==> src/include/perc_pkg.sv <==
// constants and types for the error reporting and serial number capability registers
// ****************************************************************************
// Overview of operation
// - masked uncorrectable error sends no message
// - uncorrectable mask bits at 4, 12-18, 20
// - uncorrectable mask bits sticky, reset to zero
// - severity one means fatal, zero non-fatal
// - severity sticky; 4,13,17,18 reset one
// - hardware sets correctable status bits on error
// - correctable status sticky, cleared by writing one
// - correctable mask bit suppresses its message
// - advisory mask bit 13 resets to one
// - four-bit first error pointer, read only
// - 128-bit header log captures failing header
// - 64-bit serial number, lower dword first
// - serial capability lives in function zero
// - serial capability id reads 0003h
// - serial header: next, version, id fields
// - capabilities at 0x100 and 0x140
// - error next pointer 0x140 or 0x000
// ****************************************************************************
package perc_pkg;

   // ************************************************************************
   // configuration space offsets (byte addresses)
   // ************************************************************************
   localparam logic [11:0] AER_BASE = 12'h100; // error reporting capability
   localparam logic [11:0] DSN_BASE = 12'h140; // serial number capability
   localparam logic [11:0] OFS_CAP_HDR = 12'h000; // capability header
   localparam logic [11:0] OFS_UNC_MASK = 12'h008;
   localparam logic [11:0] OFS_UNC_SEV = 12'h00c;
   localparam logic [11:0] OFS_COR_STAT = 12'h010;
   localparam logic [11:0] OFS_COR_MASK = 12'h014;
   localparam logic [11:0] OFS_FEP = 12'h018;
   localparam logic [11:0] OFS_HLOG = 12'h01c; // four dwords from here
   localparam logic [11:0] OFS_DSN_LO = 12'h004;
   localparam logic [11:0] OFS_DSN_HI = 12'h008;
   localparam int HLOG_DWORDS = 4;

   // ************************************************************************
   // implemented bits and reset values
   // ************************************************************************
   localparam logic [31:0] UNC_IMPL = 32'h0017f010; // bits 4, 12..18, 20
   localparam logic [31:0] UNC_MASK_RST = 32'h00000000;
   localparam logic [31:0] UNC_SEV_RST = 32'h00062010; // bits 4, 13, 17, 18
   localparam logic [31:0] COR_IMPL = 32'h000031c1; // bits 0, 6, 7, 8, 12, 13
   localparam logic [31:0] COR_STAT_RST = 32'h00000000;
   localparam logic [31:0] COR_MASK_RST = 32'h00002000; // advisory masked
   localparam logic [3:0] FEP_RST = 4'h0;

   // ************************************************************************
   // capability header fields
   // ************************************************************************
   localparam int HDR_NEXT_LSB = 20; // next offset in 31:20
   localparam int HDR_VER_LSB = 16; // version in 19:16
   localparam logic [15:0] AER_CAP_ID = 16'h0001;
   localparam logic [15:0] DSN_CAP_ID = 16'h0003;
   localparam logic [3:0] CAP_VERSION = 4'h1;
   localparam logic [11:0] NEXT_NONE = 12'h000;

   // kind of error message sent to the host bridge
   typedef enum logic [1:0] {
      MSG_COR = 2'b00,
      MSG_NONFATAL = 2'b01,
      MSG_FATAL = 2'b10
   } perc_msg_t;

endpackage

==> src/rtl/perc_top.sv <==
// error reporting and serial number capability register bank
`timescale 1ns/100ps
module perc_top (
   // clock and power-on reset
   input wire logic mclk,
   input wire logic arst_n,
   // function or link reset, non-sticky state only
   input wire logic func_rst,
   // configuration access from the root complex
   input wire logic cfg_rd,
   input wire logic cfg_wr,
   input wire logic [11:0] cfg_addr,
   input wire logic [3:0] cfg_be,
   input wire logic [31:0] cfg_wdata,
   output logic [31:0] cfg_rdata,
   output logic cfg_rd_valid,
   // error sources
   input wire logic [31:0] unc_err_evt,
   input wire logic [31:0] cor_err_evt,
   input wire logic [127:0] err_hdr,
   input wire logic fep_release,
   // serial number source and nonvolatile enable
   input wire logic [63:0] serial_num,
   input wire logic dsn_enable_pin,
   // error message request to the transport
   output logic err_msg_valid,
   output perc_pkg::perc_msg_t err_msg_kind
);

   // ************************************************************************
   // helper functions
   // ************************************************************************

   // expands byte enables into a bit mask
   function automatic logic [31:0] be_mask(input logic [3:0] be);
      logic [31:0] m;
      m = '0;
      for (int i = 0; i < 4; i++) begin
         m[i*8 +: 8] = {8{be[i]}};
      end
      return m;
   endfunction

   // lowest set bit position of an event vector
   function automatic logic [4:0] first_pos(input logic [31:0] v);
      logic [4:0] p;
      p = 5'h00;
      for (int i = 31; i >= 0; i--) begin
         if (v[i]) begin
            p = 5'(i);
         end
      end
      return p;
   endfunction

   // decodes a dword address against base plus offset
   function automatic logic hit(input logic [11:0] a, input logic [11:0] base,
                                input logic [11:0] ofs);
      return a[11:2] == 10'((base + ofs) >> 2);
   endfunction

   // ************************************************************************
   // state
   // ************************************************************************
   logic [31:0] unc_mask_reg; // sticky
   logic [31:0] unc_sev_reg; // sticky
   logic [31:0] cor_stat_reg; // sticky, write one to clear
   logic [31:0] cor_mask_reg; // sticky
   logic [3:0] fep_reg; // first error pointer
   logic fep_lock_reg; // pointer holds a recorded error
   logic [127:0] hlog_reg; // header log
   logic dsn_sync1_reg; // synchroniser first stage
   logic dsn_en_reg; // synchronised enable
   logic [31:0] wmask; // bytes written this cycle
   logic [31:0] unc_live; // implemented uncorrectable events
   logic [31:0] unc_rep; // unmasked uncorrectable events
   logic [31:0] cor_live; // implemented correctable events
   logic [4:0] fep_pos; // lowest live uncorrectable position
   logic [31:0] rdata_next;
   logic [31:0] aer_hdr;
   logic [31:0] dsn_hdr;

   assign wmask = cfg_wr ? be_mask(cfg_be) : 32'h00000000;
   assign unc_live = unc_err_evt & perc_pkg::UNC_IMPL;
   assign unc_rep = unc_live & ~unc_mask_reg;
   assign cor_live = cor_err_evt & perc_pkg::COR_IMPL;
   assign fep_pos = first_pos(unc_live);

   // ************************************************************************
   // nonvolatile serial enable, two-stage synchroniser
   // ************************************************************************
   always_ff @(posedge mclk or negedge arst_n) begin
      if (!arst_n) begin
         dsn_sync1_reg <= 1'b0;
         dsn_en_reg <= 1'b0;
      end else begin
         dsn_sync1_reg <= dsn_enable_pin;
         dsn_en_reg <= dsn_sync1_reg;
      end
   end

   // ************************************************************************
   // sticky mask and severity registers
   // ************************************************************************

   // only power-on reset touches these; func_rst deliberately ignored
   always_ff @(posedge mclk or negedge arst_n) begin
      if (!arst_n) begin
         unc_mask_reg <= perc_pkg::UNC_MASK_RST;
         unc_sev_reg <= perc_pkg::UNC_SEV_RST;
         cor_mask_reg <= perc_pkg::COR_MASK_RST;
      end else begin
         // reserved bits are kept out by the implemented masks
         if (hit(cfg_addr, perc_pkg::AER_BASE, perc_pkg::OFS_UNC_MASK)) begin
            unc_mask_reg <= (unc_mask_reg & ~wmask) |
                            (cfg_wdata & wmask & perc_pkg::UNC_IMPL);
         end
         if (hit(cfg_addr, perc_pkg::AER_BASE, perc_pkg::OFS_UNC_SEV)) begin
            unc_sev_reg <= (unc_sev_reg & ~wmask) |
                           (cfg_wdata & wmask & perc_pkg::UNC_IMPL);
         end
         if (hit(cfg_addr, perc_pkg::AER_BASE, perc_pkg::OFS_COR_MASK)) begin
            cor_mask_reg <= (cor_mask_reg & ~wmask) |
                            (cfg_wdata & wmask & perc_pkg::COR_IMPL);
         end
      end
   end

   // ************************************************************************
   // correctable status, set wins over clear
   // ************************************************************************
   always_ff @(posedge mclk or negedge arst_n) begin
      if (!arst_n) begin
         cor_stat_reg <= perc_pkg::COR_STAT_RST;
      end else if (hit(cfg_addr, perc_pkg::AER_BASE, perc_pkg::OFS_COR_STAT)) begin
         // a one clears, a zero leaves the bit alone
         cor_stat_reg <= (cor_stat_reg & ~(cfg_wdata & wmask)) | cor_live;
      end else begin
         cor_stat_reg <= cor_stat_reg | cor_live;
      end
   end

   // ************************************************************************
   // first error pointer and header log
   // ************************************************************************

   // the first error locks both until the status owner releases it;
   // masked errors are still recorded, only reporting is suppressed
   always_ff @(posedge mclk or negedge arst_n) begin
      if (!arst_n) begin
         fep_reg <= perc_pkg::FEP_RST;
         fep_lock_reg <= 1'b0;
         hlog_reg <= '0;
      end else if (func_rst) begin
         fep_reg <= perc_pkg::FEP_RST;
         fep_lock_reg <= 1'b0;
         hlog_reg <= '0;
      end else if (!fep_lock_reg && (|unc_live)) begin
         fep_reg <= fep_pos[3:0];
         fep_lock_reg <= 1'b1;
         hlog_reg <= err_hdr;
      end else if (fep_release) begin
         fep_lock_reg <= 1'b0;
      end
   end

   // ************************************************************************
   // error message request
   // ************************************************************************

   // one message a cycle; fatal outranks non-fatal outranks correctable
   always_ff @(posedge mclk or negedge arst_n) begin
      if (!arst_n) begin
         err_msg_valid <= 1'b0;
         err_msg_kind <= perc_pkg::MSG_COR;
      end else if (func_rst) begin
         err_msg_valid <= 1'b0;
         err_msg_kind <= perc_pkg::MSG_COR;
      end else if (|(unc_rep & unc_sev_reg)) begin
         err_msg_valid <= 1'b1;
         err_msg_kind <= perc_pkg::MSG_FATAL;
      end else if (|(unc_rep & ~unc_sev_reg)) begin
         err_msg_valid <= 1'b1;
         err_msg_kind <= perc_pkg::MSG_NONFATAL;
      end else if (|(cor_live & ~cor_mask_reg)) begin
         err_msg_valid <= 1'b1;
         err_msg_kind <= perc_pkg::MSG_COR;
      end else begin
         err_msg_valid <= 1'b0;
      end
   end

   // ************************************************************************
   // read path
   // ************************************************************************

   // next pointer follows the nonvolatile enable
   assign aer_hdr = {(dsn_en_reg ? perc_pkg::DSN_BASE : perc_pkg::NEXT_NONE),
                     perc_pkg::CAP_VERSION, perc_pkg::AER_CAP_ID};
   // last capability in the list
   assign dsn_hdr = {perc_pkg::NEXT_NONE, perc_pkg::CAP_VERSION,
                     perc_pkg::DSN_CAP_ID};

   // single function part, so no function number is decoded here
   always_comb begin
      rdata_next = 32'h00000000; // unmapped and uncorrectable status read zero
      if (hit(cfg_addr, perc_pkg::AER_BASE, perc_pkg::OFS_CAP_HDR)) begin
         rdata_next = aer_hdr;
      end else if (hit(cfg_addr, perc_pkg::AER_BASE, perc_pkg::OFS_UNC_MASK)) begin
         rdata_next = unc_mask_reg;
      end else if (hit(cfg_addr, perc_pkg::AER_BASE, perc_pkg::OFS_UNC_SEV)) begin
         rdata_next = unc_sev_reg;
      end else if (hit(cfg_addr, perc_pkg::AER_BASE, perc_pkg::OFS_COR_STAT)) begin
         rdata_next = cor_stat_reg;
      end else if (hit(cfg_addr, perc_pkg::AER_BASE, perc_pkg::OFS_COR_MASK)) begin
         rdata_next = cor_mask_reg;
      end else if (hit(cfg_addr, perc_pkg::AER_BASE, perc_pkg::OFS_FEP)) begin
         rdata_next = {28'h0000000, fep_reg};
      end else if (dsn_en_reg && hit(cfg_addr, perc_pkg::DSN_BASE,
                                     perc_pkg::OFS_CAP_HDR)) begin
         rdata_next = dsn_hdr;
      end else if (dsn_en_reg && hit(cfg_addr, perc_pkg::DSN_BASE,
                                     perc_pkg::OFS_DSN_LO)) begin
         rdata_next = serial_num[31:0];
      end else if (dsn_en_reg && hit(cfg_addr, perc_pkg::DSN_BASE,
                                     perc_pkg::OFS_DSN_HI)) begin
         rdata_next = serial_num[63:32];
      end
      // header log, dword 0 holds bits 31:0
      for (int i = 0; i < perc_pkg::HLOG_DWORDS; i++) begin
         if (hit(cfg_addr, perc_pkg::AER_BASE, 12'(perc_pkg::OFS_HLOG + 12'(i * 4)))) begin
            rdata_next = hlog_reg[i*32 +: 32];
         end
      end
   end

   // read data registered, valid one cycle after the request
   always_ff @(posedge mclk or negedge arst_n) begin
      if (!arst_n) begin
         cfg_rdata <= 32'h00000000;
         cfg_rd_valid <= 1'b0;
      end else begin
         cfg_rd_valid <= cfg_rd;
         if (cfg_rd) begin
            cfg_rdata <= rdata_next;
         end
      end
   end
endmodule // perc_top

==> config.mk <==
export PLATFORM = sky130hd
export DESIGN_NAME = perc_top
export DESIGN_NICKNAME = d
export VERILOG_FILES = /design/src/include/perc_pkg.sv /design/src/rtl/perc_top.sv
export SDC_FILE = /design/constraint.sdc
export NUM_CORES = 1
export LEC_CHECK = 0
export ABC_AREA = 1
export BUFFER_PORTS_ARGS = -buffer_cell sky130_fd_sc_hd__clkbuf_2
export CAP_MARGIN = 10
export CORE_MARGIN = 3
export CORE_UTILIZATION = 45
export DETAILED_ROUTE_END_ITERATION = 10
export PLACE_DENSITY_LB_ADDON = 0.25
export SYNTH_ARGS = -nofsm -noshare
export SYNTH_HDL_FRONTEND = slang
export SYNTH_SLANG_ARGS = --single-unit
==> constraint.sdc <==
create_clock -name mclk -period 2.5 [get_ports mclk]
set_input_delay 0.25 -clock mclk [delete_from_list [all_inputs] [get_ports mclk]]
set_output_delay 0.25 -clock mclk [all_outputs]
set_load 0.1 [all_outputs]
==> results_dict.tcl, run 1 <==
set metrics [dict create \
    syn_to_final_growth_pct 31.2 \
    crit_path_end_kind "flop" \
    r2r_end "cfg_rdata[8]" \
    slew_viol_final 0 \
    r2r-start "dsn_en_reg" \
    cts.clk_slew.worst_paths_ns 0.06 \
    cts_tree "built" \
    path_max_fanout 23 \
    setup.worst_path.class "flop to flop" \
    final_common_cell "nand2_1" \
    synth_cell_type_count 34 \
    rr_worst_depth 12 \
    finalHoldViolCount 1 \
    cts_max_path_buffers 3 \
    largest_register_ffs 128 \
    p_per_area_mw_per_mm2 592 \
    core-area_mm2 0.0320 \
    endpoint "cfg_rdata[8]" \
    first_pass_iters 5 \
    drc 0 \
    grt-busiest-layer "met2" \
    io-pin-count 347 \
    dpl_worst_slack_ns 0.214 \
    irDropWorstVdd_mv 0.406 \
    vias_per_cell 5.14 \
    netlist_area_mm2 0.0149 \
    antenna_found_initial 2 \
    synthCells 1977 \
    io_buffers 295 \
    numClockSinks 299 \
    ys.flop_type "dfrtp_1" \
    start_kind "flop" \
    wl_per_cell_um 17.1 \
    stdcell_count 2858 \
    gp_congestion 0.987 \
    setup_violations 0 \
    worstMarginPinSlew_ns 0.757 \
    placed_cells 2663 \
    rrSetupSlack_ns 0.32 \
    maxCapViolCount 0 \
    postRouteAntennaNets 0 \
    cp.arrival_ns 2.62 \
    grtUsageMet2_pct 46.1 \
    hp-class "input port to flop" \
    worstSkewPairLatency_ns 0.51 \
    dieWidth_um 188 \
    worstSetupStartpoint "dsn_en_reg" \
    grt_pass1_vias 14800 \
    status "complete, but fails checks" \
    p_total_mw 11.6 \
    cts_made_buffers 35 \
    post_cts_buffers 0 \
    grt_max_degree 108 \
    yosys_warnings 0 \
    violations "negative hold slack" \
    die-area_mm2 0.0353 \
    stdcell_area_mm2 0.0195 \
    avgSynthCellArea_um2 7.53 \
    routed_wirelength_um 48800 \
    p_leak_nw 10.5 \
    rsz0062_at_grt "no" \
    fin_crit_sh_pct 87.3 \
    die_y_um 188 \
    utilization_pct 61.0 \
    fmax_mhz 458 \
    row_count 65 \
    whs_ns -0.00731 \
    ys_ff_latch 299 \
    relSlewSlack_pct 49.6 \
    grt_util_met1_pct 36.7 \
    ys_seq_area_share_pct 50.3 \
    overflow 0 \
    dp_hpwl_um 34000 \
    synth_nets 2288 \
    synth_edf_count 0 \
    drtIter0Drc 1094 \
    grt_pass1_wl_um 78500 \
    ys_async_sr_fraction_pct 100 \
    finalCriticalPeriod_ns 2.18 \
    final_cell_mix "431 x nand2_1, 379 x inv_1, 294 x dfrtp_1, 294 x clkbuf_2, 238 x o21ai_0" \
    initial_core_util_pct 46.5 \
    vias 14700 \
    placed_area_mm2 0.0170 \
    met3_usage_pct 3.08 \
    clockRootBuffer "clkbuf_16" \
    grtUsageTotal_pct 27.6 \
    cp.required_ns 2.94 \
    fin_nets 2707 \
    setup_ws_ns 0.319 \
    drive_gt1_share_pct 18.7 \
    setup_tns_ns 0 \
    clock_skew_ns 0.0212 \
    cts_htree_levels 2 \
]
-- critical path, stage by stage (launching register included) --
cell	delay [ns]
dfrtp_1	0.49
inv_2	0.07
nor2_2	0.14
nand2_1	0.14
nor2_4	0.42
nand2_1	0.10
nand3_1	0.12
o21ai_0	0.17
nand2_1	0.10
nand2_1	0.11
nand4_1	0.12
nand2_1	0.08
nand2_1	0.06
-- synthesized netlist by cell type (3+ instances only) --
cell | instances | share of area, %
nand2_1 | 433 | 11
inv_1 | 380 | 9.6
dfrtp_1 | 294 | 49
o21ai_0 | 238 | 8.0
nand3_1 | 204 | 6.9
nor2_1 | 138 | 3.5
clkbuf_1 | 52 | 1.3
a21oi_1 | 38 | 1.3
o21ai_1 | 34 | 1.1
nand4_1 | 28 | 1.2
buf_2 | 25 | 0.84
a31oi_1 | 16 | 0.67
nor3_1 | 12 | 0.40
inv_2 | 10 | 0.25
buf_1 | 9 | 0.23
nor2_4 | 9 | 0.68
nor2_2 | 7 | 0.29
o22ai_1 | 7 | 0.29
buf_4 | 6 | 0.30
dfstp_2 | 5 | 0.88
nand2_2 | 5 | 0.21
nor4_1 | 4 | 0.17
a21boi_0 | 3 | 0.15
buf_6 | 3 | 0.23
nand3_2 | 3 | 0.20
-- routing by layer --
layer	wire, µm	part of all wire (%)
met1	20200	42
met2	23700	49
met3	2670	5.5
met4	2150	4.4
met5	0	0
-- kinds of logic (layout without fill, tap and decap cells) --
family | after synthesis | after routing | synth area share (%)
DFF | 299 | 299 | 50.3
muxes | 2 | 2 | 0.151
AOI/OAI and AO/OA | 344 | 344 | 12.0
buffers and inverters | 485 | 929 | 12.7
other | 0 | 2 | 0
and+or+nand+nor | 847 | 847 | 24.9
-- final cells by class --
cell class,count,area (µm²)
antenna,2,5.00
sequential,299,7490
multi-input combinational,1193,5530
fill,2847,12500
clock buffer,50,1040
inverter,390,1470
clock inverter,12,138
tap,435,544
timing repair buffer,477,3320
-- where the power goes --
group	internal [mW]	switching, mW
clock	3.21	2.03
combinational	0.466	0.703
sequential	5.05	0.0960
-- how the worst min path moves through the flow --
stage	from	depth (start not counted)	endpoint	slack (ns)
2_1_floorplan	arst_n	0	asynchronous set/reset pin	-0.05
3_3_place_gp	arst_n	1	cor_mask_reg[27]	0.34
3_5_place_dp	arst_n	1	cor_mask_reg[15]	0.34
4_1_cts	err_hdr[14]	3	hlog_reg[14]	0.0004
5_1_grt	err_hdr[126]	3	hlog_reg[126]	0.01
6_report	err_hdr[12]	3	hlog_reg[12]	-0.007
-- repair_timing --
item	CTS	global route
hold endpoints to repair	213	0
resized for setup	0	0
hold buffers	131	0
(Power assumes the default switching activity.)
==> inputs of run 2 (changes only) <==
- CORE_UTILIZATION: 45 -> 25
==> run 2 against run 1 <==
Against the previous run: the run now ends clean; die area increased by 77%; utilization down 26 points; clock power up 5.2%; routed wire length increased by 18%; sequential share of layout area down 2.1 points; clock-buffer cell count up 8; via count down 1.5%; critical path depth increased by 1; combinational power rose by 6%; total power increased by 2.9%; first-iteration DRC count shrank 4.1%; largest cell class unchanged.
==> results_dict.tcl, run 2 (synthesis gave the netlist of run 1 again) <==
set metrics [dict create \
    whs_ns 0.0401 \
    numClockSinks 299 \
    p_per_area_mw_per_mm2 576 \
    drtIter0Drc 1049 \
    cts_tree "built" \
    holdBufCountCts 169 \
    combPwrFrac_pct 10.5 \
    initial_core_util_pct 25.5 \
    overflow 0 \
    cp.required_ns 2.93 \
    grtUsageTotal_pct 18.3 \
    status "finished, final reports clean" \
    io-pin-count 347 \
    path_cells "inv_2, nor2_2, nand2_1, nor2_4, buf_12, nand2_1, nand3_1, o21ai_0, nand2_1, nand2_1, nand4_1, nand2_1, nand2_1" \
    rsz0062_at_grt "no" \
    syn_to_final_growth_pct 38.8 \
    crit_path_end_kind "flop" \
    clockRootBuffer "clkbuf_16" \
    cts_resized 0 \
    slew_viol_final 0 \
    p_leak_nw 10.8 \
    row_count 88 \
    final_common_cell "nand2_1" \
    cts_made_buffers 38 \
    setup_tns_ns 0 \
    fin_crit_sh_pct 87.8 \
    multiInputGateArea_mm2 0.00553 \
    start_kind "flop" \
    postRouteAntennaNets 0 \
    cts_htree_levels 2 \
    p_total_mw 11.9 \
    die_y_um 250 \
    routed_wirelength_um 57500 \
    p_sw_mw 2.97 \
    drc 0 \
    first_pass_iters 5 \
    grt_pass1_wl_um 88600 \
    setup_violations 0 \
    gp_congestion 0.857 \
    placed_area_mm2 0.0177 \
    hp-class "input port to flop" \
    final_cell_mix "431 x nand2_1, 379 x inv_1, 294 x dfrtp_1, 294 x clkbuf_2, 238 x o21ai_0" \
    dp_hpwl_um 41600 \
    fmax_mhz 456 \
    finalHoldViolCount 0 \
    path_max_fanout 25 \
    wl_per_cell_um 17.7 \
    swShare_pct 25.0 \
    core-area_mm2 0.0584 \
    dieWidth_um 250 \
    worstMarginPinSlew_ns 0.692 \
    drive_gt1_share_pct 19.0 \
    io_buffers 295 \
    grt_max_degree 105 \
    regArea_mm2 0.00749 \
    cts.clk_slew.worst_paths_ns 0.06 \
    clock_skew_ns 0.0144 \
    stdcell_area_mm2 0.0207 \
    die-area_mm2 0.0625 \
    intPower_mw 8.92 \
    worstSkewPairLatency_ns 0.54 \
    grt_pass1_vias 14900 \
    fillCellCount 6114 \
    fin_nets 2767 \
    relSlewSlack_pct 53.8 \
    clockPowerShare_pct 46.3 \
    critPathMostFrequentCell "nand2_1" \
    post_cts_buffers 0 \
    irDropWorstVdd_mv 0.434 \
    antenna_cells 0 \
    cp_slowest_stage_delay_ns 0.46 \
    setup.worst_path.class "flop to flop" \
    maxCapViolCount 0 \
    vias 14500 \
    vias_per_cell 4.46 \
    finalCriticalPeriod_ns 2.19 \
    cp_slowest_cell "dfrtp_1" \
    cts_max_path_buffers 3 \
    pwr-share-seq_pct 43.2 \
    largest_register_ffs 128 \
    cp.arrival_ns 2.63 \
    antenna_found_initial 2 \
]
-- run 2: cell types whose count changed in the layout (fill, tap and decap cells not counted) --
cell           previous run  this run
clkbuf_1                  6         7
buf_4                    40        49
clkinv_4                  0         1
clkbuf_16                37        41
diode_2                   2         0
clkinv_2                  8         2
buf_12                   11        21
dlygate4sd3_1           131       169
clkbuf_8                  7        10
bufinv_16                 3         1
-- run 2: power by group through the flow --
stage | sequential [mW] | combinational (mW) | clock (mW)
after CTS | 5.14 | 1.26 | 5.65
final | 5.14 | 1.24 | 5.51
after global placement | 5.22 | 1.04 | 0
after floorplan | 5.25 | 0.406 | 0
after detailed placement | 5.23 | 1.05 | 0
after global routing | 5.17 | 1.39 | 5.84
-- run 2: final cells by class --
| type | count | area share, % |
|---|---|---|
| inverters | 390 | 7.10 |
| multi-input cells | 1193 | 26.8 |
| clock inverters | 5 | 0.273 |
| repair buffers | 534 | 19.2 |
| clock buffers | 58 | 5.76 |
| flip-flops and latches | 299 | 36.3 |
| well taps | 765 | 4.63 |
-- run 2: final timing paths --
| check | startpoint | endpoint | slack, ns | cells after the start |
|---|---|---|---|---|
| min reg2reg | dsn_sync1_reg | dsn_en_reg | 0.35 | 0 |
| max in group asynchronous | arst_n | asynchronous set/reset pin | 1.40 | 3 |
| min | err_hdr[16] | hlog_reg[16] | 0.04 | 3 |
| min in group asynchronous | arst_n | cor_mask_reg[5] | 0.31 | 2 |
| max | dsn_en_reg | cfg_rdata[31] | 0.31 | 13 |
| max reg2reg | dsn_en_reg | cfg_rdata[31] | 0.31 | 13 |
-- run 2: per-stage QoR --
step	instances	setup WS, ns	util [%]
2_1_floorplan	1977	0.959	-
3_3_place_gp	3012	0.138	30.4
3_5_place_dp	3012	0.129	30.4
4_1_cts	3244	0.315	35.4
5_1_grt	3244	0.109	35.4
6_report	3244	0.305	35.4
-- run 2: metal layers --
layer | track usage [%] | part of all wire [%] | routed length [µm]
met5 | 0 | 0.036 | 21
met3 | 3.30 | 6.1 | 3530
met4 | 3.51 | 1.3 | 751
met2 | 29.6 | 46 | 26400
met1 | 25.9 | 47 | 26900
-- run 2: critical path: cells and delay by family (launching register included) --
kind	cells	cell delay, ns
AO/OA/AOI/OAI	1	0.35
flip-flops	1	0.46
buffers and inverters	2	0.26
AND/OR/NAND/NOR	10	1.01
